## src/pkg/gfc_params.svh

```systemverilog
/*
  Constants of the gated frequency counter: register addresses, field
  positions, reset values, field codes and timing figures.
  Assumes it is included by bare name wherever a constant is needed.
*/
`ifndef GFC_PARAMS_SVH
`define GFC_PARAMS_SVH

// ============================================================
// Register addresses
`define GFC_ADDR_MODE      8'h1E
`define GFC_ADDR_GTIME     8'h1F
`define GFC_ADDR_CHAN      8'h20
`define GFC_ADDR_STAT      8'h21
`define GFC_ADDR_CTRL      8'h23
`define GFC_ADDR_DATA      8'h24

// ============================================================
// Field positions
`define GFC_CTRL_CLR_BIT   0
`define GFC_CTRL_START_BIT 1
`define GFC_STAT_OPEN_BIT  0

// ============================================================
// Reset values
`define GFC_MODE_RST       2'h0
`define GFC_GTIME_RST      2'h0
`define GFC_CHAN_RST       2'h0
`define GFC_COUNT_RST      16'h0000

// ============================================================
// Field codes
`define GFC_MODE_EXT       2'h0
`define GFC_MODE_DIRECT    2'h1
`define GFC_MODE_HALVED    2'h2
`define GFC_MODE_FM_FULL   2'h3
`define GFC_GT_1MS         2'h0
`define GFC_GT_4MS         2'h1
`define GFC_GT_8MS         2'h2
`define GFC_GT_OPEN        2'h3
`define GFC_CHAN_A         2'h1
`define GFC_CHAN_B         2'h2
`define GFC_CNT_MAX        16'hFFFF

// ============================================================
// Timing
`define GFC_MCLK_HZ        25000000
`define GFC_REF_1K_HZ      1000
`define GFC_REF_100K_HZ    100000
`define GFC_REF_900K_HZ    900000
// Gate lengths in 1-kHz reference periods (1 ms each)
`define GFC_GATE_1MS       4'h1
`define GFC_GATE_4MS       4'h4
`define GFC_GATE_8MS       4'h8

`endif

```

## src/pkg/gfc_pkg.sv

```systemverilog
/*
  Types of the gated frequency counter: states, register bus carrier,
  pin group and the core state record.
  Assumes gfc_params.svh is reachable on the include path.
*/
`include "gfc_params.svh"

package gfc_pkg;

    // ============================================================
    // Gate sequencer states
    typedef enum logic [2:0] {
        GFC_IDLE,
        GFC_ARM,
        GFC_TIMED,
        GFC_OPEN,
        GFC_EXT_ARM,
        GFC_EXT_OPEN
    } gfc_state_e;

    // ============================================================
    // Register bus request
    typedef struct packed {
        logic        wr;
        logic        rd;
        logic [7:0]  addr;
        logic [15:0] wdata;
    } gfc_bus_req_s;

    // Input pins, raw
    typedef struct packed {
        logic halvedIn;
        logic directIn;
        logic gateA;
        logic gateB;
    } gfc_pins_s;

    // ============================================================
    // Core state record
    typedef struct packed {
        gfc_state_e  fsm;
        logic [1:0]  modeSel;
        logic [1:0]  gtimeSel;
        logic [1:0]  chanSel;
        logic        gateFlag;
        logic [3:0]  msLeft;
        logic [15:0] count;
        logic        prevIn;
        logic        halvedPrev;
        logic        halfTgl;
        logic        gatePrev;
        logic [15:0] xfer;
        logic [15:0] rdata;
    } gfc_core_s;

endpackage : gfc_pkg

```

## src/gfc_freq_counter.sv

```systemverilog
/*
  Gated 16-bit frequency counter: internally timed gate counting of two
  input pins, and external-gate counting of an internal reference.
  Assumes a register master on mclk with one-cycle strobes and that
  the input and gate pins are asynchronous to mclk.
*/
// Added by the designer: the strobed register port.
`timescale 1ns/1ps
`include "gfc_params.svh"

module gfc_freq_counter
    import gfc_pkg::*;
#(
    parameter int unsigned CLK_HZ = `GFC_MCLK_HZ
) (
    // Clock and reset
    input  wire logic         mclk,
    input  wire logic         reset_n,
    // Register bus
    input  wire gfc_bus_req_s busReq,
    output logic      [15:0]  busRdata,
    // Pins
    input  wire gfc_pins_s    pins,
    // Status
    output logic              gateOpen,
    output logic      [15:0]  xferBuf
);
    // ============================================================
    // Synchronised pins and references
    logic [3:0] pinSync;
    logic [2:0] refLvl;
    logic [2:0] refTick;
    logic       halvedS;
    logic       directS;
    logic       gateAS;
    logic       gateBS;

    gfc_sync #(
        .W(4)
    ) uSync (
        .mclk    (mclk),
        .reset_n (reset_n),
        .pinIn   ({pins.halvedIn, pins.directIn, pins.gateA, pins.gateB}),
        .pinSync (pinSync)
    );

    assign {halvedS, directS, gateAS, gateBS} = pinSync;

    gfc_ref_gen #(
        .CLK_HZ(CLK_HZ)
    ) uRef (
        .mclk    (mclk),
        .reset_n (reset_n),
        .refLvl  (refLvl),
        .refTick (refTick)
    );

    // ============================================================
    // State
    gfc_core_s st_q;
    gfc_core_s st_d;

    function automatic logic [3:0] gateLen(input logic [1:0] sel);
        logic [3:0] len;
        len = `GFC_GATE_1MS;
        if (sel == `GFC_GT_4MS) begin
            len = `GFC_GATE_4MS;
        end else if (sel == `GFC_GT_8MS) begin
            len = `GFC_GATE_8MS;
        end
        return len;
    endfunction : gateLen

    // ============================================================
    // Next state
    always_comb begin
        logic wrCtrl;
        logic startW;
        logic clrW;
        logic wrGt;
        logic openNew;
        logic ifMode;
        logic gateNow;
        logic src;
        logic gateSel;
        logic gateRise;
        logic cntEdge;
        logic tick1k;
        wrCtrl   = 1'b0;
        startW   = 1'b0;
        clrW     = 1'b0;
        wrGt     = 1'b0;
        openNew  = 1'b0;
        ifMode   = 1'b0;
        gateNow  = 1'b0;
        src      = 1'b0;
        gateSel  = 1'b0;
        gateRise = 1'b0;
        cntEdge  = 1'b0;
        tick1k   = refTick[0];
        st_d     = st_q;

        // Register writes; writing 0 to a control bit does nothing
        wrCtrl = busReq.wr && (busReq.addr == `GFC_ADDR_CTRL);
        startW = wrCtrl && busReq.wdata[`GFC_CTRL_START_BIT];
        clrW   = wrCtrl && busReq.wdata[`GFC_CTRL_CLR_BIT];
        wrGt   = busReq.wr && (busReq.addr == `GFC_ADDR_GTIME);
        if (busReq.wr && (busReq.addr == `GFC_ADDR_MODE)) begin
            st_d.modeSel = busReq.wdata[1:0];
        end else if (wrGt) begin
            st_d.gtimeSel = busReq.wdata[1:0];
        end else if (busReq.wr && (busReq.addr == `GFC_ADDR_CHAN)) begin
            st_d.chanSel = busReq.wdata[1:0];
        end

        ifMode  = (st_q.modeSel != `GFC_MODE_EXT);
        // Held-open starts only on a change into the open code, so rewriting
        // the same code does not reopen a gate that a start has closed
        openNew = wrGt && (busReq.wdata[1:0] == `GFC_GT_OPEN)
                  && (st_q.gtimeSel != `GFC_GT_OPEN);

        // Halved pin divided by two before counting in GFC_MODE_HALVED; GFC_MODE_FM_FULL counts it undivided
        // The divider also runs while the gate is closed, so its phase is free
        st_d.halvedPrev = halvedS;
        if (halvedS && !st_q.halvedPrev) begin
            st_d.halfTgl = ~st_q.halfTgl;
        end

        // Counted source: a deselected pin reads low, so counting stops
        // External mode has no use for the gate time, so that field picks the
        // reference; codes 10 and 11 both give the fastest one
        if (st_q.fsm == GFC_EXT_OPEN) begin
            if (st_q.gtimeSel == `GFC_GT_1MS) begin
                src = refLvl[0];
            end else if (st_q.gtimeSel == `GFC_GT_4MS) begin
                src = refLvl[1];
            end else begin
                src = refLvl[2];
            end
        end else if (st_q.modeSel == `GFC_MODE_DIRECT) begin
            src = directS;
        end else if (st_q.modeSel == `GFC_MODE_HALVED) begin
            src = st_q.halfTgl;
        end else if (st_q.modeSel == `GFC_MODE_FM_FULL) begin
            src = halvedS;
        end else begin
            src = 1'b0;
        end

        // Edge memory is zero while closed, so a high input at opening
        // gives one count: tolerance +1/-0
        gateNow     = (st_q.fsm == GFC_TIMED) || (st_q.fsm == GFC_OPEN)
                      || (st_q.fsm == GFC_EXT_OPEN);
        cntEdge     = gateNow && src && !st_q.prevIn;
        st_d.prevIn = gateNow && src;

        // Counter: clear wins over a count in the same cycle
        // At FFFF the increment is held off, so the value cannot wrap
        if (clrW) begin
            st_d.count = `GFC_COUNT_RST;
        end else if (cntEdge && (st_q.count != `GFC_CNT_MAX)) begin
            st_d.count = st_q.count + 16'h0001;
        end

        // External gate pin
        // Changing the channel while the new pin is high reads as a rise;
        // software sets the channel before start
        if (st_q.chanSel == `GFC_CHAN_A) begin
            gateSel = gateAS;
        end else if (st_q.chanSel == `GFC_CHAN_B) begin
            gateSel = gateBS;
        end
        st_d.gatePrev = gateSel;
        gateRise      = gateSel && !st_q.gatePrev;

        // Gate sequencer
        // Start outranks every other gate event: a start in the cycle of a
        // closing edge re-arms the gate and is not lost
        if (startW) begin
            st_d.gateFlag = 1'b1;
            if (ifMode) begin
                st_d.fsm = GFC_ARM;
            end else begin
                st_d.fsm = GFC_EXT_ARM;
            end
        end else if (openNew && ifMode) begin
            st_d.fsm      = GFC_OPEN;
            st_d.gateFlag = 1'b1;
        end else begin
            case (st_q.fsm)
                GFC_ARM: begin
                    if (tick1k) begin
                        if (st_q.gtimeSel == `GFC_GT_OPEN) begin
                            // Start in held-open mode: gate just closes
                            st_d.fsm      = GFC_IDLE;
                            st_d.gateFlag = 1'b0;
                        end else begin
                            st_d.fsm    = GFC_TIMED;
                            st_d.msLeft = gateLen(st_q.gtimeSel);
                        end
                    end
                end
                GFC_TIMED: begin
                    if (tick1k) begin
                        // msLeft holds the ticks still to come; the last closes
                        st_d.msLeft = st_q.msLeft - 4'h1;
                        if (st_q.msLeft == 4'h1) begin
                            st_d.fsm      = GFC_IDLE;
                            st_d.gateFlag = 1'b0;
                        end
                    end
                end
                GFC_OPEN: begin
                    if (st_q.gtimeSel != `GFC_GT_OPEN) begin
                        st_d.fsm      = GFC_IDLE;
                        st_d.gateFlag = 1'b0;
                    end
                end
                GFC_EXT_ARM: begin
                    if (gateRise) begin
                        st_d.fsm = GFC_EXT_OPEN;
                    end
                end
                GFC_EXT_OPEN: begin
                    if (gateRise) begin
                        st_d.fsm      = GFC_IDLE;
                        st_d.gateFlag = 1'b0;
                    end
                end
                default: begin
                    st_d.fsm = GFC_IDLE;
                end
            endcase
        end

        // Read data stand for the one cycle after the strobe only
        st_d.rdata = 16'h0000;
        if (busReq.rd) begin
            if (busReq.addr == `GFC_ADDR_MODE) begin
                st_d.rdata = {14'h0000, st_q.modeSel};
            end else if (busReq.addr == `GFC_ADDR_GTIME) begin
                st_d.rdata = {14'h0000, st_q.gtimeSel};
            end else if (busReq.addr == `GFC_ADDR_CHAN) begin
                st_d.rdata = {14'h0000, st_q.chanSel};
            end else if (busReq.addr == `GFC_ADDR_STAT) begin
                st_d.rdata = {15'h0000, st_q.gateFlag};
            end else if (busReq.addr == `GFC_ADDR_DATA) begin
                // Whole word taken in one cycle, so no torn value
                st_d.rdata = st_q.count;
                st_d.xfer  = st_q.count;
            end else begin
                st_d.rdata = 16'h0000;
            end
        end
    end

    // ============================================================
    // Registers
    // Synchronous reset; every field returns to its idle value
    always_ff @(posedge mclk) begin
        if (!reset_n) begin
            st_q          <= '0;
            st_q.fsm      <= GFC_IDLE;
            st_q.modeSel  <= `GFC_MODE_RST;
            st_q.gtimeSel <= `GFC_GTIME_RST;
            st_q.chanSel  <= `GFC_CHAN_RST;
            st_q.count    <= `GFC_COUNT_RST;
        end else begin
            st_q <= st_d;
        end
    end

    assign busRdata = st_q.rdata;
    assign gateOpen = st_q.gateFlag;
    assign xferBuf  = st_q.xfer;

endmodule : gfc_freq_counter

```

## src/gfc_ref_gen.sv

```systemverilog
/*
  Internal reference frequencies of 1 kHz, 100 kHz and 900 kHz made by
  dividing mclk with phase accumulators, plus a rising-edge tick each.
  Assumes CLK_HZ is at least twice the highest reference.
*/
`timescale 1ns/1ps
`include "gfc_params.svh"

module gfc_ref_gen
    import gfc_pkg::*;
#(
    parameter int unsigned CLK_HZ = `GFC_MCLK_HZ
) (
    // Clock and reset
    input  wire logic       mclk,
    input  wire logic       reset_n,
    // References
    output logic      [2:0] refLvl,
    output logic      [2:0] refTick
);
    localparam logic [31:0] HZ = 32'(CLK_HZ);
    localparam logic [2:0][31:0] STEP = {
        32'(2 * `GFC_REF_900K_HZ),
        32'(2 * `GFC_REF_100K_HZ),
        32'(2 * `GFC_REF_1K_HZ)
    };

    typedef struct packed {
        logic [2:0][31:0] acc;
        logic [2:0]       lvl;
        logic [2:0]       tick;
    } gfc_ref_s;

    gfc_ref_s st_q;
    gfc_ref_s st_d;

    // Fractional division keeps the mean frequency exact; 900 kHz has
    // one cycle of edge jitter, which the counter tolerates.
    always_comb begin
        logic [31:0] sum;
        sum  = '0;
        st_d = st_q;
        for (int i = 0; i < 3; i++) begin
            sum          = st_q.acc[i] + STEP[i];
            st_d.tick[i] = 1'b0;
            if (sum >= HZ) begin
                st_d.acc[i]  = sum - HZ;
                st_d.lvl[i]  = ~st_q.lvl[i];
                st_d.tick[i] = ~st_q.lvl[i];
            end else begin
                st_d.acc[i]  = sum;
            end
        end
    end

    always_ff @(posedge mclk) begin
        if (!reset_n) begin
            st_q <= '0;
        end else begin
            st_q <= st_d;
        end
    end

    assign refLvl  = st_q.lvl;
    assign refTick = st_q.tick;

endmodule : gfc_ref_gen

```

## src/gfc_sync.sv

```systemverilog
/*
  Two-flop synchroniser for a group of asynchronous input pins.
  Assumes pins are unrelated to mclk; outputs are the second flop.
*/
`timescale 1ns/1ps

module gfc_sync #(
    parameter int W = 4
) (
    // Clock and reset
    input  wire logic         mclk,
    input  wire logic         reset_n,
    // Pins
    input  wire logic [W-1:0] pinIn,
    output logic      [W-1:0] pinSync
);
    typedef struct packed {
        logic [W-1:0] s1;
        logic [W-1:0] s2;
    } gfc_sync_s;

    gfc_sync_s st_q;
    gfc_sync_s st_d;

    always_comb begin
        st_d    = st_q;
        st_d.s1 = pinIn;
        st_d.s2 = st_q.s1;
    end

    always_ff @(posedge mclk) begin
        if (!reset_n) begin
            st_q <= '0;
        end else begin
            st_q <= st_d;
        end
    end

    assign pinSync = st_q.s2;

endmodule : gfc_sync

```

## config.mk

```make
export PLATFORM = sky130hd
export DESIGN_NAME = gfc_freq_counter
export DESIGN_NICKNAME = d
export VERILOG_FILES = /design/src/pkg/gfc_pkg.sv /design/src/gfc_freq_counter.sv /design/src/gfc_ref_gen.sv /design/src/gfc_sync.sv
export VERILOG_INCLUDE_DIRS = /design/src /design/src/pkg
export SDC_FILE = /design/constraint.sdc
export NUM_CORES = 1
export LEC_CHECK = 0
export BUFFER_PORTS_ARGS = -buffer_cell sky130_fd_sc_hd__clkbuf_2
export CORE_MARGIN = 5
export CORE_UTILIZATION = 40
export DETAILED_ROUTE_END_ITERATION = 16
export GPL_TIMING_DRIVEN = 0
export SLEW_MARGIN = 20
export SYNTH_ARGS = -nofsm -noshare
export SYNTH_HDL_FRONTEND = slang
export SYNTH_HIERARCHICAL = 1
export SYNTH_SLANG_ARGS = --single-unit
```

## constraint.sdc

```tcl
create_clock -name mclk -period 3.15 [get_ports mclk]
set_clock_uncertainty 0.15 [all_clocks]
set_input_delay 0.63 -clock mclk [delete_from_list [all_inputs] [get_ports mclk]]
set_output_delay 0.63 -clock mclk [all_outputs]
set_load 0.03 [all_outputs]
```

---- Yosys cells after proc, flatten, opt, wreduce, memory -nomap -nowiden ----
Index checks and enable logic that the tools add are counted.
word-level totals
  word-level logic and storage cells ...... 155
  bits in registers ....................... 174
  input bits .............................. 32
  output and inout bits ................... 33
cells by class
  multiplexer cells ....................... 40
  order comparisons ....................... 3
  add/subtract/negate cells ............... 8
  bitwise operators ....................... 15
  equality and inequality tests ........... 33
  reduce and logical (&&, ||, !) cells .... 33
operators by type and width
  kind                                                                      number
  32-bit by 25-bit >= comparator with 1-bit output (second input constant)  3
  32-bit two-way mux                                                        3
  32-bit by 25-bit subtractor with 32-bit output (second input constant)    3
  32-bit by 11-bit adder with 32-bit output (second input constant)         1
  32-bit by 18-bit adder with 32-bit output (second input constant)         1
  32-bit by 21-bit adder with 32-bit output (second input constant)         1
  8-bit by 6-bit == test with 1-bit output (second input constant)          4
  3-bit two-way mux                                                         9
  6-bit AND reduction                                                       3
  16-bit by 1-bit adder with 16-bit output (second input constant)          1
  8-bit by 5-bit == test with 1-bit output (second input constant)          2
  16-bit inequality test (second input constant)                            1
  1-bit NOT                                                                 15
  3-bit one-hot mux with 5 select lines                                     1
  1-bit logical AND                                                         14
  1-bit two-way mux                                                         14
  2-bit == test (second input constant)                                     6
  2-bit two-way mux                                                         6
  4-bit two-way mux                                                         3
  4-bit by 3-bit inequality test with 1-bit output (second input constant)  3
  5-bit two-way mux                                                         2
  4-bit by 2-bit inequality test with 1-bit output (second input constant)  2
  4-bit inequality test (second input constant)                             2
  4-bit one-hot mux with 2 select lines                                     1
  other kinds (19)                                                          31

---- Logic depth before layout (Yosys ltp) ----
  depth in word-level cells ............... 8
  mapped depth ............................ 14
  mapped depth without buffers ............ 13

---- Modules after synthesis ----
Netlist, hierarchy kept.
by module, submodules not included
  module            instances  sequential area each (µm²)  area an instance (µm²)  cells an instance
  gfc_ref_gen       1          1721.7                      7126.8                  938
  gfc_freq_counter  1          1321.3                      3427.0                  400
  gfc_sync          1          160.2                       210.2                   16

---- Least setup slack after synthesis ----
No wires, ideal clock.
  path kind ............................... reg-to-reg
  start ................................... reg uRef/st_q[78] in the netlist's numbering
  end ..................................... reg uRef/st_q[90] in the netlist's numbering
  period minus slack after synthesis ...... 3.428 ns
  stages on the path, launching flop included .. 13
  slack ................................... -0.278 ns
  arrival ................................. 3.204 ns
  data required time ...................... 2.926 ns
  buffers on the path ..................... 1
  library setup time ...................... 0.074 ns
  cell sequence ........................... dfxtp_1 inv_1 ha_1 a21bo_2 o21ai_1 a21oi_1 o21ai_0 xor2_1 o41a_1 o311a_1 buf_4 or4_1 o21ai_0
on the way
  cells in the longest elaborated chain, start to end .. 3
  elaborated cells on any way between the ends .. 4
  those cells by class .................... add/sub: 2; order compare: 1; mux: 1
ends and longest elaborated chain
  what                                                                                                                line                                  source
  from (decl)                                                                                                         gfc_ref_gen.sv:34                     gfc_ref_s st_q;
  from (signal assigned)                                                                                              gfc_ref_gen.sv:60                     st_q <= st_d;
  32-bit by 21-bit adder with 32-bit output (*)                                                                       gfc_ref_gen.sv:44                     sum = st_q.acc[i] + STEP[i];
  32-bit by 25-bit subtractor with 32-bit output or 32-bit by 25-bit >= comparator with 1-bit output (tied branches)  gfc_ref_gen.sv:47, gfc_ref_gen.sv:46
  32-bit two-way mux (*)                                                                                              gfc_ref_gen.sv:46                     if (sum >= HZ) begin
Every way passes the cells marked *; elsewhere a longest branch is shown, timed or not.
A chain may end at the register's enable or synchronous reset.

---- Worst setup path in the final report ----
  start ................................... reg uRef/st_q[79] in the netlist's numbering
  end ..................................... reg uRef/st_q[82] in the netlist's numbering
Same word-level chain as after synthesis.

==> results.md <==
* Cells after Synth at 1348
* Diode count at 0
* Routed Antenna Nets at 0
* Average cell area after synthesis at 7.94 um2
* Via density at 5.91
* Syn. warnings at 6
* Root Driver: clkbuf_16
* Hold_buf cts at 0
* DP Wirelength at 20.7 mm
* Final worst-path cycle share at 1.06
* CP required at 3.31 ns
* Combinational power share at 0.622
* First-pass GRT wire length at 52.3 mm
* Worst Setup Path Type: reg2reg
* Placer Congestion at 0.893
* Worst-path maximum fanout at 7
* Final Power at 0.0138 W
* Arr. time, crit path at 3.51 ns
* Violated checks: negative setup slack
* Initial DRC Count at 827
* Syn Nets at 1396
* H-tree levels at 4
* Final hold vios at 0
* Internal power at 0.00754 W
* Core ar. at 26200 um2
* FMAX at 299 MHz
* Die Wd at 174 um
* Die height at 174 um
* Tot GR Track Use at 0.205
* Mapped cell area at 10700 um2
* Max-slew headroom at 0.371
* Layout area overhead at 40.0%
* Status: finished with violations
* Non-filler cells, final at 1876
* Worst-path clk slew at 0.07 ns
* Antenna violations before repair at 0
* Worst Tran Pin Value at 0.937 ns
* Die ar. at 30100 um2
* Max Cap Viol at 0
* Sw frac at 0.454
* Leak at 5.39 nW
* Drt first pass iters at 5
* Most frequent cells in the layout: 136 x buf_4, 130 x dfxtp_1, 106 x nand2_1
* GR Overflow Total at 0
* Vias at 11100
* Setup Total Neg Slack at -4.78 ns
* RSZ-0062 raised after global routing: yes
* Placed Cells at 1731
* Clk buf depth at 2
* CTS tree: done
* Switching pwr at 0.00628 W
* Max-slew violations at 0
* CTS Sinks at 158
* Number of global-route vias before repair at 10200
* Sequential power share at 0.223
* Power Dens Cells at 923 nW/um2
* Final worst slack at -0.197 ns
* Clk_lat worst skew at 0.44 ns
* Initial core utilization at 0.408
* # IOs at 65
* Final setup violation count at 59
* Peak supply drop at 0.711 mV
* Min Tclk post-route at 3.35 ns
* Crit. End Element: flop
* Finished Core Util at 0.572
* Final #Nets at 1576
* Commonest non-fill, non-tap cell in the layout: buf_4
* Setup crit start kind: flop
* Dpl ws at -0.701 ns
* DR WL/cell at 18.4 um
* Layout cell share with drive strength beyond 1 at 0.367
* Routed wire length at 34.5 mm
* Largest net degree at the start of global routing at 20
* Clock power frac at 0.154
* FP Rows at 59
* DRC at 0
* Port Buffers at 48
* TritonCTS buffer count at 17
* Hold Crit Class: in2reg
-- critical path, cell delays in order, from the launching register on --
cell and delay [ns]:
dfxtp_4 0.37, buf_6 0.12, a2111o_2 0.53, a21oi_4 0.22, xor2_4 0.25, and3_4 0.23, nand4_1 0.15, o41a_1 0.39
o311a_4 0.18, buf_12 0.16, buf_8 0.13, o31ai_4 0.20, o41ai_2 0.10
-- per-layer routing --
metal / wire [um] / up-vias / GRT usage
met5: 0 / - / 0
met4: 1090 / 0 / 0.0735
met3: 1580 / 96 / 0.0297
met2: 16800 / 370 / 0.342
met1: 15000 / 5346 / 0.272
li1: - / 5282 / -
-- repair_timing --
action / in CTS / in global routing
gates cloned: 8 / 1
hold endpoints to repair: 0 / 0
resized for setup: 238 / 211
setup endpoints to repair: 81 / 81
setup buffers: 56 / 56
pin swaps: 73 / 95
-- cell type report --
class | instances | area, um2
tap | 335 | 419
sequential | 158 | 3230
timing repair buffer | 169 | 1290
fill | 2272 | 11200
inverter | 32 | 125
clock inverter | 15 | 183
multi-input combinational | 1050 | 8550
buffer | 100 | 751
clock buffer | 17 | 425
-- final timing paths --
| check | startpoint | slack [ns] | end | depth (start not counted) |
|---|---|---|---|---|
| min | pins[3] | 0.24 | uSync/st_d[3]$_SDFF_PN0_ | 2 |
| max | uRef/st_q[79]$_SDFF_PN0_ | -0.20 | uRef/st_q[82]$_SDFF_PN0_ | 12 |
| max reg2reg | uRef/st_q[79]$_SDFF_PN0_ | -0.20 | uRef/st_q[82]$_SDFF_PN0_ | 12 |
| min reg2reg | uSync/st_d[1]$_SDFF_PN0_ | 0.28 | uSync/pinSync[1]$_SDFF_PN0_ | 1 |
-- power by group through the flow --
stage	logic (W)	clock network [W]	registers, W
final	0.00860	0.00213	0.00309
after floorplan	0.00396	0	0.00278
after global routing	0.00913	0.00227	0.00313
after detailed placement	0.00497	0	0.00289
after CTS	0.00668	0.00217	0.00297
after global placement	0.00489	0	0.00289
-- per-stage QoR --
stage | hold WS [ns] | area (um2)
2_1_floorplan | 0.262 | 10800
3_3_place_gp | 0.268 | 11400
3_5_place_dp | 0.273 | 11400
4_1_cts | 0.236 | 13500
5_1_grt | 0.242 | 15000
6_report | 0.243 | 15000
-- flip-flops by register name, indices dropped and copies added, names as in the netlist --
signal,count
uRef/refTick,1
xferBuf,16
uSync/pinSync,4
uSync/st_d,4
busRdata,16
uRef/st_q,80
gateOpen,1
uRef/refLvl,3
st_q,33
Note: power is estimated with default switching activity, not from simulation.
